<file path="config.mk">
export PLATFORM = sky130hd
export DESIGN_NAME = pwc_top
export DESIGN_NICKNAME = d
export VERILOG_FILES = /design/src/logic/pwc_prescaler.v /design/src/logic/pwc_src_sync.v /design/src/logic/pwc_top.v
export VERILOG_INCLUDE_DIRS = /design/src /design/src/logic
export SDC_FILE = /design/constraint.sdc
export NUM_CORES = 1
export LEC_CHECK = 0
export ABC_AREA = 1
export BUFFER_PORTS_ARGS = -buffer_cell sky130_fd_sc_hd__clkbuf_2
export CAP_MARGIN = 20
export CORE_MARGIN = 3
export CORE_UTILIZATION = 45
export CTS_CLUSTER_SIZE = 30
export DETAILED_ROUTE_END_ITERATION = 6
export PLACE_DENSITY_LB_ADDON = 0.15
export SYNTH_ARGS = -nofsm -noshare
export SYNTH_HDL_FRONTEND = slang
export SYNTH_HIERARCHICAL = 1
export SYNTH_SLANG_ARGS = --single-unit
</file>
<file path="constraint.sdc">
create_clock -name mclk -period 6.8 [get_ports mclk]
set_clock_uncertainty 0.1 [all_clocks]
set_input_delay 1.02 -clock mclk [delete_from_list [all_inputs] [get_ports mclk]]
set_output_delay 1.02 -clock mclk [all_outputs]
set_load 0.005 [all_outputs]
</file>
<file path="src/logic/pwc_consts.vh">
/*
  Constants for the periodic wake-up counter: register indices, field
  positions, reset values, source and divider encodings.
  Assumes inclusion by bare name from the design files.
*/
`ifndef PWC_CONSTS_VH
`define PWC_CONSTS_VH

`define PWC_ADDR_W        2
`define PWC_IDX_SC        2'h0
`define PWC_IDX_CNT       2'h1
`define PWC_IDX_LIM       2'h2

`define PWC_BIT_FLAG      7
`define PWC_SRC_HI        6
`define PWC_SRC_LO        5
`define PWC_BIT_IRQE      4
`define PWC_DIV_HI        3
`define PWC_DIV_LO        0

`define PWC_SC_RESET      8'h00
`define PWC_LIM_RESET     8'h00
`define PWC_CNT_RESET     8'h00
`define PWC_ZERO8         8'h00
`define PWC_RD_UNMAPPED   8'h00

`define PWC_SRC_LPO       2'h0
`define PWC_SRC_EXT       2'h1

`define PWC_DIV_OFF       4'h0
`define PWC_PS_W          18
`define PWC_PS_ZERO       18'h00000
`define PWC_PS_ONE        18'h00001

`endif

</file>
<file path="src/logic/pwc_prescaler.v">
/*
  Prescaler for the periodic wake-up counter. Divides source ticks by the
  ratio that divider_select and source_select bit 0 choose.
  Assumes src_tick is a one-cycle pulse in the mclk domain.
*/
`timescale 1ns/10ps
`include "pwc_consts.vh"

module pwc_prescaler (
  // Clock and reset.
  input  wire       mclk,
  input  wire       reset_n,
  // Control.
  input  wire       src_tick,
  input  wire       freeze,
  input  wire       clear,
  input  wire       range_sel,
  input  wire [3:0] divider_select,
  // Prescaler output pulse.
  output reg        ps_tick
);

  reg  [`PWC_PS_W-1:0] ps_cnt_reg;
  wire [`PWC_PS_W-1:0] ratio;

  // Returns the divide ratio; zero means the prescaler is off.
  function [`PWC_PS_W-1:0] div_ratio;
    input       hi;
    input [3:0] code;
    begin
      case ({hi, code})
        5'h01: div_ratio = 18'd8;
        5'h02: div_ratio = 18'd32;
        5'h03: div_ratio = 18'd64;
        5'h04: div_ratio = 18'd128;
        5'h05: div_ratio = 18'd256;
        5'h06: div_ratio = 18'd512;
        5'h07: div_ratio = 18'd1024;
        5'h08: div_ratio = 18'd1;
        5'h09: div_ratio = 18'd2;
        5'h0a: div_ratio = 18'd4;
        5'h0b: div_ratio = 18'd10;
        5'h0c: div_ratio = 18'd16;
        5'h0d: div_ratio = 18'd100;
        5'h0e: div_ratio = 18'd500;
        5'h0f: div_ratio = 18'd1000;
        5'h11: div_ratio = 18'd1024;
        5'h12: div_ratio = 18'd2048;
        5'h13: div_ratio = 18'd4096;
        5'h14: div_ratio = 18'd8192;
        5'h15: div_ratio = 18'd16384;
        5'h16: div_ratio = 18'd32768;
        5'h17: div_ratio = 18'd65536;
        5'h18: div_ratio = 18'd1000;
        5'h19: div_ratio = 18'd2000;
        5'h1a: div_ratio = 18'd5000;
        5'h1b: div_ratio = 18'd10000;
        5'h1c: div_ratio = 18'd20000;
        5'h1d: div_ratio = 18'd50000;
        5'h1e: div_ratio = 18'd100000;
        5'h1f: div_ratio = 18'd200000;
        default: div_ratio = `PWC_PS_ZERO;
      endcase
    end
  endfunction

  assign ratio = div_ratio(range_sel, divider_select);

  always @(posedge mclk or negedge reset_n) begin
    if (!reset_n) begin
      ps_cnt_reg <= `PWC_PS_ZERO;
      ps_tick    <= 1'b0;
    end else if (clear) begin
      ps_cnt_reg <= `PWC_PS_ZERO;
      ps_tick    <= 1'b0;
    end else begin
      ps_tick <= 1'b0;
      if (src_tick && !freeze && ratio != `PWC_PS_ZERO) begin
        if (ps_cnt_reg + `PWC_PS_ONE >= ratio) begin
          ps_cnt_reg <= `PWC_PS_ZERO;
          ps_tick    <= 1'b1;
        end else begin
          ps_cnt_reg <= ps_cnt_reg + `PWC_PS_ONE;
        end
      end
    end
  end

endmodule // pwc_prescaler

</file>
<file path="src/logic/pwc_src_sync.v">
/*
  Source selection and edge detection for the periodic wake-up counter.
  Picks one of three counting clocks, brings it into the mclk domain with a
  two-stage synchroniser and emits a one-cycle pulse per rising edge.
  Assumes every source clock runs well below half the mclk rate.
*/
`timescale 1ns/10ps
`include "pwc_consts.vh"

module pwc_src_sync (
  // Clock and reset.
  input  wire       mclk,
  input  wire       reset_n,
  // Source clocks and selection.
  input  wire       low_power_osc_clock,
  input  wire       external_ref_clock,
  input  wire       internal_ref_clock,
  input  wire [1:0] source_select,
  // Rising-edge pulse of the selected source.
  output reg        src_tick
);

  reg  src_mux;
  reg  sync1_reg;
  reg  sync2_reg;
  reg  sync3_reg;

  always @* begin
    case (source_select)
      `PWC_SRC_LPO: src_mux = low_power_osc_clock;
      `PWC_SRC_EXT: src_mux = external_ref_clock;
      default:      src_mux = internal_ref_clock;
    endcase
  end

  always @(posedge mclk or negedge reset_n) begin
    if (!reset_n) begin
      sync1_reg <= 1'b0;
      sync2_reg <= 1'b0;
      sync3_reg <= 1'b0;
      src_tick  <= 1'b0;
    end else begin
      sync1_reg <= src_mux;
      sync2_reg <= sync1_reg;
      sync3_reg <= sync2_reg;
      src_tick  <= sync2_reg & ~sync3_reg;
    end
  end

endmodule // pwc_src_sync

</file>
<file path="src/logic/pwc_top.v">
/*
  Periodic wake-up counter: status/control, count and match limit registers,
  prescaled 8-bit up-counter with match flag and interrupt request.
  Assumes a simple synchronous register port on mclk and source clocks that
  are slow against mclk. The block has no off-chip pins.
  Assumes the chip raises deep_stop_mode only while the external and internal
  reference clocks are switched off, and debug_active only in background debug.
  Assumes software never raises both register strobes in one cycle.
*/
// Decided for this implementation: strobed register access and the placing of the registers.
`timescale 1ns/10ps
`include "pwc_consts.vh"

module pwc_top (
  // Clock and reset.
  input  wire                  mclk,
  input  wire                  reset_n,
  // Counting clock sources.
  input  wire                  low_power_osc_clock,
  input  wire                  external_ref_clock,
  input  wire                  internal_ref_clock,
  // Chip mode inputs.
  input  wire                  deep_stop_mode,
  input  wire                  light_stop_mode,
  input  wire                  debug_active,
  // Register port.
  input  wire [`PWC_ADDR_W-1:0] reg_addr,
  input  wire [7:0]            reg_wdata,
  input  wire                  reg_write,
  input  wire                  reg_read,
  output reg  [7:0]            reg_rdata,
  // Interrupt request to the processor.
  output reg                   match_irq
);

  reg        match_flag_reg;
  reg  [1:0] source_select_reg;
  reg        match_irq_enable_reg;
  reg  [3:0] divider_select_reg;
  reg  [7:0] match_limit_reg;
  reg  [7:0] count_reg;
  reg  [7:0] rdata_next;
  reg        flag_next;
  reg  [7:0] count_next;
  reg        irq_next;

  wire       src_tick;
  wire       src_gated;
  wire       ps_tick;
  wire       wr_sc;
  wire       wr_lim;
  wire       sel_change;
  wire       cnt_clear;
  wire       match_wrap;
  wire [7:0] status_word;

  // Decodes a write strobe for one register index.
  function wr_hit;
    input                   strobe;
    input [`PWC_ADDR_W-1:0] addr;
    input [`PWC_ADDR_W-1:0] idx;
    begin
      wr_hit = strobe & (addr == idx);
    end
  endfunction

  assign wr_sc  = wr_hit(reg_write, reg_addr, `PWC_IDX_SC);
  assign wr_lim = wr_hit(reg_write, reg_addr, `PWC_IDX_LIM);

  // Returns high when a written field differs from the value held now.
  // Rewriting a field with its own value must not restart counting.
  function field_changed;
    input [3:0] written;
    input [3:0] held;
    begin
      field_changed = (written != held);
    end
  endfunction

  assign sel_change = wr_sc &
    (field_changed({2'b00, reg_wdata[`PWC_SRC_HI:`PWC_SRC_LO]},
                   {2'b00, source_select_reg}) |
     field_changed(reg_wdata[`PWC_DIV_HI:`PWC_DIV_LO], divider_select_reg));

  assign cnt_clear = sel_change | wr_lim;

  // Returns high when the selected source may count in the current power mode.
  // In deep stop only the low-power oscillator keeps running; the other two
  // sources are switched off by the chip, so their edges are not trusted.
  function src_alive;
    input       deep;
    input [1:0] src;
    begin
      src_alive = ~deep | (src == `PWC_SRC_LPO);
    end
  endfunction

  assign src_gated = src_tick & src_alive(deep_stop_mode, source_select_reg);

  pwc_src_sync u_src_sync (
    .mclk                (mclk),
    .reset_n             (reset_n),
    .low_power_osc_clock (low_power_osc_clock),
    .external_ref_clock  (external_ref_clock),
    .internal_ref_clock  (internal_ref_clock),
    .source_select       (source_select_reg),
    .src_tick            (src_tick)
  );

  pwc_prescaler u_prescaler (
    .mclk           (mclk),
    .reset_n        (reset_n),
    .src_tick       (src_gated),
    .freeze         (debug_active),
    .clear          (cnt_clear),
    .range_sel      (source_select_reg[0]),
    .divider_select (divider_select_reg),
    .ps_tick        (ps_tick)
  );

  assign match_wrap = ps_tick & ~cnt_clear & (count_reg == match_limit_reg);

  // Reset state.
  // Control fields take effect on the edge of the write; the clear that a
  // changed field causes lands on that same edge, so no tick of the old
  // setting can slip in between.
  always @(posedge mclk or negedge reset_n) begin
    if (!reset_n) begin
      source_select_reg    <= `PWC_SRC_LPO;
      match_irq_enable_reg <= 1'b0;
      divider_select_reg   <= `PWC_DIV_OFF;
    end else if (wr_sc) begin
      source_select_reg    <= reg_wdata[`PWC_SRC_HI:`PWC_SRC_LO];
      match_irq_enable_reg <= reg_wdata[`PWC_BIT_IRQE];
      divider_select_reg   <= reg_wdata[`PWC_DIV_HI:`PWC_DIV_LO];
    end
  end

  // Match limit; any write also restarts prescaler and count.
  always @(posedge mclk or negedge reset_n) begin
    if (!reset_n) begin
      match_limit_reg <= `PWC_LIM_RESET;
    end else if (wr_lim) begin
      match_limit_reg <= reg_wdata;
    end
  end

  // Main count; frozen in debug because the prescaler then emits no ticks.
  // A clearing write wins over a wrap in the same cycle, so the count always
  // restarts from zero after software changes the selection or writes the limit.
  always @* begin
    count_next = count_reg;
    if (cnt_clear) begin
      count_next = `PWC_ZERO8;
    end else if (match_wrap) begin
      count_next = `PWC_ZERO8;
    end else if (ps_tick) begin
      count_next = count_reg + 8'h01;
    end
  end

  always @(posedge mclk or negedge reset_n) begin
    if (!reset_n) begin
      count_reg <= `PWC_CNT_RESET;
    end else begin
      count_reg <= count_next;
    end
  end

  always @* begin
    flag_next = match_flag_reg;
    if (wr_sc && reg_wdata[`PWC_BIT_FLAG]) begin
      flag_next = 1'b0;
    end
    if (match_wrap) begin
      flag_next = 1'b1;
    end
  end

  // Interrupt gating.
  // The enable bit written together with a flag clear acts on the same edge,
  // so software never sees a stale request after disabling it, and the
  // request follows the flag that software reads back while the enable bit is set.
  always @* begin
    irq_next = flag_next & match_irq_enable_reg;
    if (wr_sc) begin
      irq_next = flag_next & reg_wdata[`PWC_BIT_IRQE];
    end
  end

  always @(posedge mclk or negedge reset_n) begin
    if (!reset_n) begin
      match_flag_reg <= 1'b0;
      match_irq      <= 1'b0;
    end else begin
      match_flag_reg <= flag_next;
      match_irq      <= irq_next;
    end
  end

  assign status_word = {match_flag_reg, source_select_reg, match_irq_enable_reg,
                        divider_select_reg};

  // Read-only count.
  // The count index has no write decode at all, so a write there is dropped.
  always @* begin
    case (reg_addr)
      `PWC_IDX_SC:  rdata_next = status_word;
      `PWC_IDX_CNT: rdata_next = count_reg;
      `PWC_IDX_LIM: rdata_next = match_limit_reg;
      default:      rdata_next = `PWC_RD_UNMAPPED;
    endcase
  end

  // Internal ports only.
  // Read data is zero outside the answer cycle, so the processor bus may
  // combine several slaves with a plain OR without any select of its own.
  always @(posedge mclk or negedge reset_n) begin
    if (!reset_n) begin
      reg_rdata <= `PWC_ZERO8;
    end else if (reg_read) begin
      reg_rdata <= rdata_next;
    end else begin
      reg_rdata <= `PWC_ZERO8;
    end
  end

endmodule // pwc_top

</file>
# Yosys cells after proc, flatten, opt, wreduce, memory -nomap -nowiden
# Memories as Yosys holds them, arrays and structs flattened.
# Cells that the tools add are included.
# totals
reg_bits,56
mem_bits_ro,576
wordCells,63
memories,1
# classes
addsub,2
order_cmp,1
n_eq_ne,6
muxes,15
bitwise,15
reduce_logical,9
# memory_table
name,depth,width,read_ports,rd_ports_with_merged_regs,write_ports,line_no,rtl
(no name shown),32,18,1,0,0,pwc_prescaler.v:31,"case ({hi, code})"
# op_table
operator,n
two-way mux 18 bit,3
two-way mux 8 bit,4
one-hot mux 8 bit (3 select lines),1
adder 18 x 1 -> 18 bit (second input constant),1
>= comparator 18 bit,1
nonzero test 18 bit,1
AND 1 bit,9
adder 8 x 1 -> 8 bit (second input constant),1
equality test 8 bit,1
two-way mux 1 bit,6
equality test 2 x 1 -> 1 bit (second input constant),2
zero test 2 bit,2
!= test 4 bit,1
logical AND 1 bit,3
inverter 1 bit,3
bitwise OR 1 bit,3
nonzero test 3 bit,1
equality test 2 bit (second input constant),1
!= test 2 bit,1
one-hot mux 1 bit (2 select lines),1
nonzero test 2 bit,1
zero test 1 bit,1

# Longest topological paths before layout
# logic_depth
word_depth,10
depth_mapped,20
ltp_nobuf,20

# By module
# The synthesis kept the hierarchy.
# by_module_without_submodules
mod,n_inst,cells_per_inst,area_per_inst_um2
pwc_prescaler,1,394,2452.4
pwc_top,1,260,1836.8
pwc_src_sync,1,12,132.6

# Worst setup path before layout
# Ideal clock, no wire load.
# synth_path
path_kind,reg-to-reg
startpoint,reg u_prescaler.ps_cnt_reg[1]
endpoint,reg u_prescaler.ps_cnt_reg[1]
setup_ns,0.119
arrival_time_ns,2.530
required_time_ns,6.581
path_slack_ns,4.050
path_stages_with_launch,18
synth_period_minus_slack_ns,2.750
path_cell_list,dfrtp_1 > ha_1 > nand3_1 > nor2_1 > nand2_1 > nor3_1 > xor2_1 > inv_1 > ha_1 > nand2_1 > nor2_1 > nand2_1 > nor2_1 > a21oi_1 > nand3_1 > clkinv_1 > nand4_1 > nand2_1
# synth_via
elab_chain_cells,5
# synth_lines
item,line_no,rtl
from (decl),pwc_prescaler.v:23,reg [`PWC_PS_W-1:0] ps_cnt_reg;
from (signal assigned),pwc_prescaler.v:71,ps_cnt_reg <= `PWC_PS_ZERO;
from (signal assigned),pwc_prescaler.v:74,ps_cnt_reg <= `PWC_PS_ZERO;
from (signal assigned),pwc_prescaler.v:80,ps_cnt_reg <= `PWC_PS_ZERO;
adder 18 x 1 -> 18 bit (no source line) (*),--,
>= comparator 18 bit,pwc_prescaler.v:79,if (ps_cnt_reg + `PWC_PS_ONE >= ratio) begin
two-way mux 18 bit (*),pwc_prescaler.v:79,
two-way mux 18 bit (*),pwc_prescaler.v:78,if (src_tick && !freeze && ratio != `PWC_PS_ZERO) begin
two-way mux 18 bit (*),pwc_prescaler.v:73,end else if (clear) begin
# Mark *: on every way between the ends. The rest lies on a longest branch, timed or not. The select of a mux whose other input is x is not followed.
# A chain may end at the register's enable or synchronous reset.

# Worst setup path after layout
# layout_path
startpoint,reg u_prescaler.ps_cnt_reg[0]
endpoint,reg u_prescaler.ps_cnt_reg[2]
# The elaborated chain is that of the path after synthesis.

==> results.json <==
{
  "fin_crit_ns": 3.68,
  "grt_pass1_vias": 3814,
  "yosysTopAreaCellShare_pct": 31.7,
  "final_max_slew_viol_count": 0,
  "place_inst": 804,
  "cts_root_buffer": "clkbuf_8",
  "total_power_uw": 880,
  "io_buffers": 27,
  "syn_to_final_growth_pct": 5.97,
  "synthCells": 666,
  "rsz0062_at_grt": "false",
  "dieArea_um2": 11100,
  "multi_input_area_um2": 2460,
  "synthesis.area_um2": 4420,
  "io_pins": 29,
  "ys_seq_area_share_pct": 31.7,
  "power_density_nw_per_um2": 188,
  "cts_made_buffers": 5,
  "antenna_found_initial": 0,
  "overflow": 0,
  "vias_per_cell": 5.00,
  "via_count": 4058,
  "reg2reg_slack_ns": 3.12,
  "vdd_drop_max_mv": 0.0978,
  "clock_path_buffers": 2,
  "cts_hold_buf": 0,
  "crit_path_cell_trace": "ha_1 > nand3_1 > nor2_1 > nand2_1 > nor2_1 > nand2_1 > xor2_1 > inv_1 > ha_1 > nand2_1 > nor2_1 > nand2_1 > nor2_1 > a21oi_1 > nand3_1 > clkinv_1 > nand4_1 > nand2_1",
  "worst_pin_slew_ns": 0.725,
  "largest_register_ffs": 18,
  "status": "finished, final reports clean",
  "cts_setup_buffers": 0,
  "hold_class": "flop to flop",
  "clock-sinks": 56,
  "slew_headroom_pct": 51.7,
  "start_util_pct": 47.0,
  "drtIter0Drc": 207,
  "rr_endpoint": "u_prescaler/ps_cnt_reg[2]",
  "routabilityCongestion": 0.892,
  "start_kind": "flop",
  "drive_above_1_share_pct": 11.0,
  "avgRoutedWirePerCell_um": 13.0,
  "clk_pin_slew_worst_paths_ns": 0.11,
  "r2r_cells": 18,
  "seq_area_um2": 1400,
  "maxCapViolations": 0,
  "cts_htree_levels": 2,
  "setup_slack_ns": 3.12,
  "timing.final.crit_share_pct": 54.1,
  "fp-row-count": 35,
  "fin_cells": 812,
  "final_cell_mix": "219 x nand2_1, 101 x inv_1, 58 x nand3_1",
  "slowest_delay_ns": 0.60,
  "grt_use_total_pct": 20.4,
  "grt_max_degree": 57,
  "fillers": 990,
  "synth_warnings": 6,
  "synth_edf_count": 0,
  "crit_type": "flop to flop",
  "clkLatencyLatePin_ns": 0.32,
  "ctsResizeCount": 0,
  "hold_ws_ns": 0.277,
  "setup_viol": 0,
  "syn-num-nets": 712,
  "synthFlopType": "dfrtp_1",
  "core_um2": 9420,
  "die_x_um": 105,
  "preCtsSetupSlack_ns": 3.16,
  "p_leak_uw": 0.00268,
  "antenna_cells": 0,
  "yosys.area.top_type": "dfrtp_1",
  "synth_seq_cells": 56,
  "fmax_ghz": 0.272,
  "synth_area_leaders": "dfrtp_1 32%, nand2_1 19%, inv_1 8.6%",
  "cp-startpoint": "u_prescaler/ps_cnt_reg[0]",
  "synthArstFlopShare_pct": 100,
  "die_h_um": 105,
  "slowest_stage": "dfrtp_1",
  "drtPass1Iterations": 5,
  "grt_pass1_wl_um": 18700,
  "wirelength_um": 10600,
  "route.detailed.drc": 0,
  "ant_nets": 0,
  "critical_path.max_fanout": 11,
  "cts_tree": "done",
  "end_kind": "flop",
  "tns_ns": 0,
  "worstPathArrival_ns": 3.79,
  "synth_area_per_cell_um2": 6.64,
  "hold_violations": 0,
  "cp.required_ns": 6.91,
  "dpl.hpwl_um": 7950,
  "layout.nets": 728,
  "yosysUniqueCellTypes": 34,
  "layout_commonest_cell": "nand2_1",
  "crit_end": "u_prescaler/ps_cnt_reg[2]",
  "cpMostUsedCell": "nand2_1",
  "r2r_start": "u_prescaler/ps_cnt_reg[0]"
}
## synth_stat cells, types with 2 or more instances
library cell  count
a21boi_0          3
buf_2             4
a21oi_1          10
nor2_4            5
nand2_1         219
clkbuf_1          6
a21o_1            2
nor2_1           51
nand2_2           9
o21ai_0          33
nor2_2            4
inv_1           101
nor3_1           10
inv_2            10
buf_4             3
ha_1             26
dfrtp_1          56
o21bai_1          2
nand4_1          23
nand3_1          58
xor2_1           11
buf_6             7
a21oi_4           2
## how the worst min path moves through the flow
stage                              start              endpoint  slack, ns  depth (start not counted)
finish              u_src_sync/sync1_reg  u_src_sync/sync2_reg       0.28                          0
global route        u_src_sync/sync1_reg  u_src_sync/sync2_reg       0.28                          0
CTS                 u_src_sync/sync1_reg  u_src_sync/sync2_reg       0.28                          0
detailed placement  u_src_sync/sync1_reg  u_src_sync/sync2_reg       0.24                          0
global placement    u_src_sync/sync1_reg  u_src_sync/sync2_reg       0.24                          0
floorplan           u_src_sync/sync1_reg  u_src_sync/sync2_reg       0.23                          0
## cells by family (layout without fill, tap and decap cells)
group / after synthesis / count (layout) / share of synthesized area (%)
and+or+nand+nor: 384 / 384 / 38.3
DFF: 56 / 56 / 31.7
AOI/OAI and AO/OA: 56 / 56 / 7.55
xor gates and xnor gates: 12 / 12 / 2.38
adders and majority gates: 26 / 26 / 7.36
buffers and inverters: 132 / 149 / 12.8
## critical path, delay by kind of cell, from the launching register on
kind / cells / cell delay, ns
xor+xnor: 1 / 0.24
fa+ha+maj: 2 / 0.54
flops: 1 / 0.60
simple gates: 12 / 1.58
compound gates: 1 / 0.08
buf+inv: 2 / 0.42
## power by group
part	switching [µW]	total [µW]	internal, µW
clock network	124	200	76.1
logic	188	279	90.8
registers	43.4	401	358
total	355	880	525
## metrics by stage
stage	area (µm²)	util, %
final	4690	49.8
after global routing	4690	49.8
after CTS	4690	49.8
after detailed placement	4590	48.7
after global placement	4590	48.7
after floorplan	4420	-
## layer usage
metal  global-route usage, %  routed length, µm
met2                    30.9               4630
met5                       0                  0
met4                    5.15                140
met3                    2.47                313
met1                    30.7               5480
## final cells by class
class | instances | area share (%)
multi-input combinational | 478 | 52.4
sequential | 56 | 29.9
inverter | 112 | 8.97
tap | 129 | 3.44
timing repair buffer | 29 | 3.20
clock buffer | 5 | 1.47
clock inverter | 3 | 0.587
Note: power is estimated with default switching activity, not from simulation.
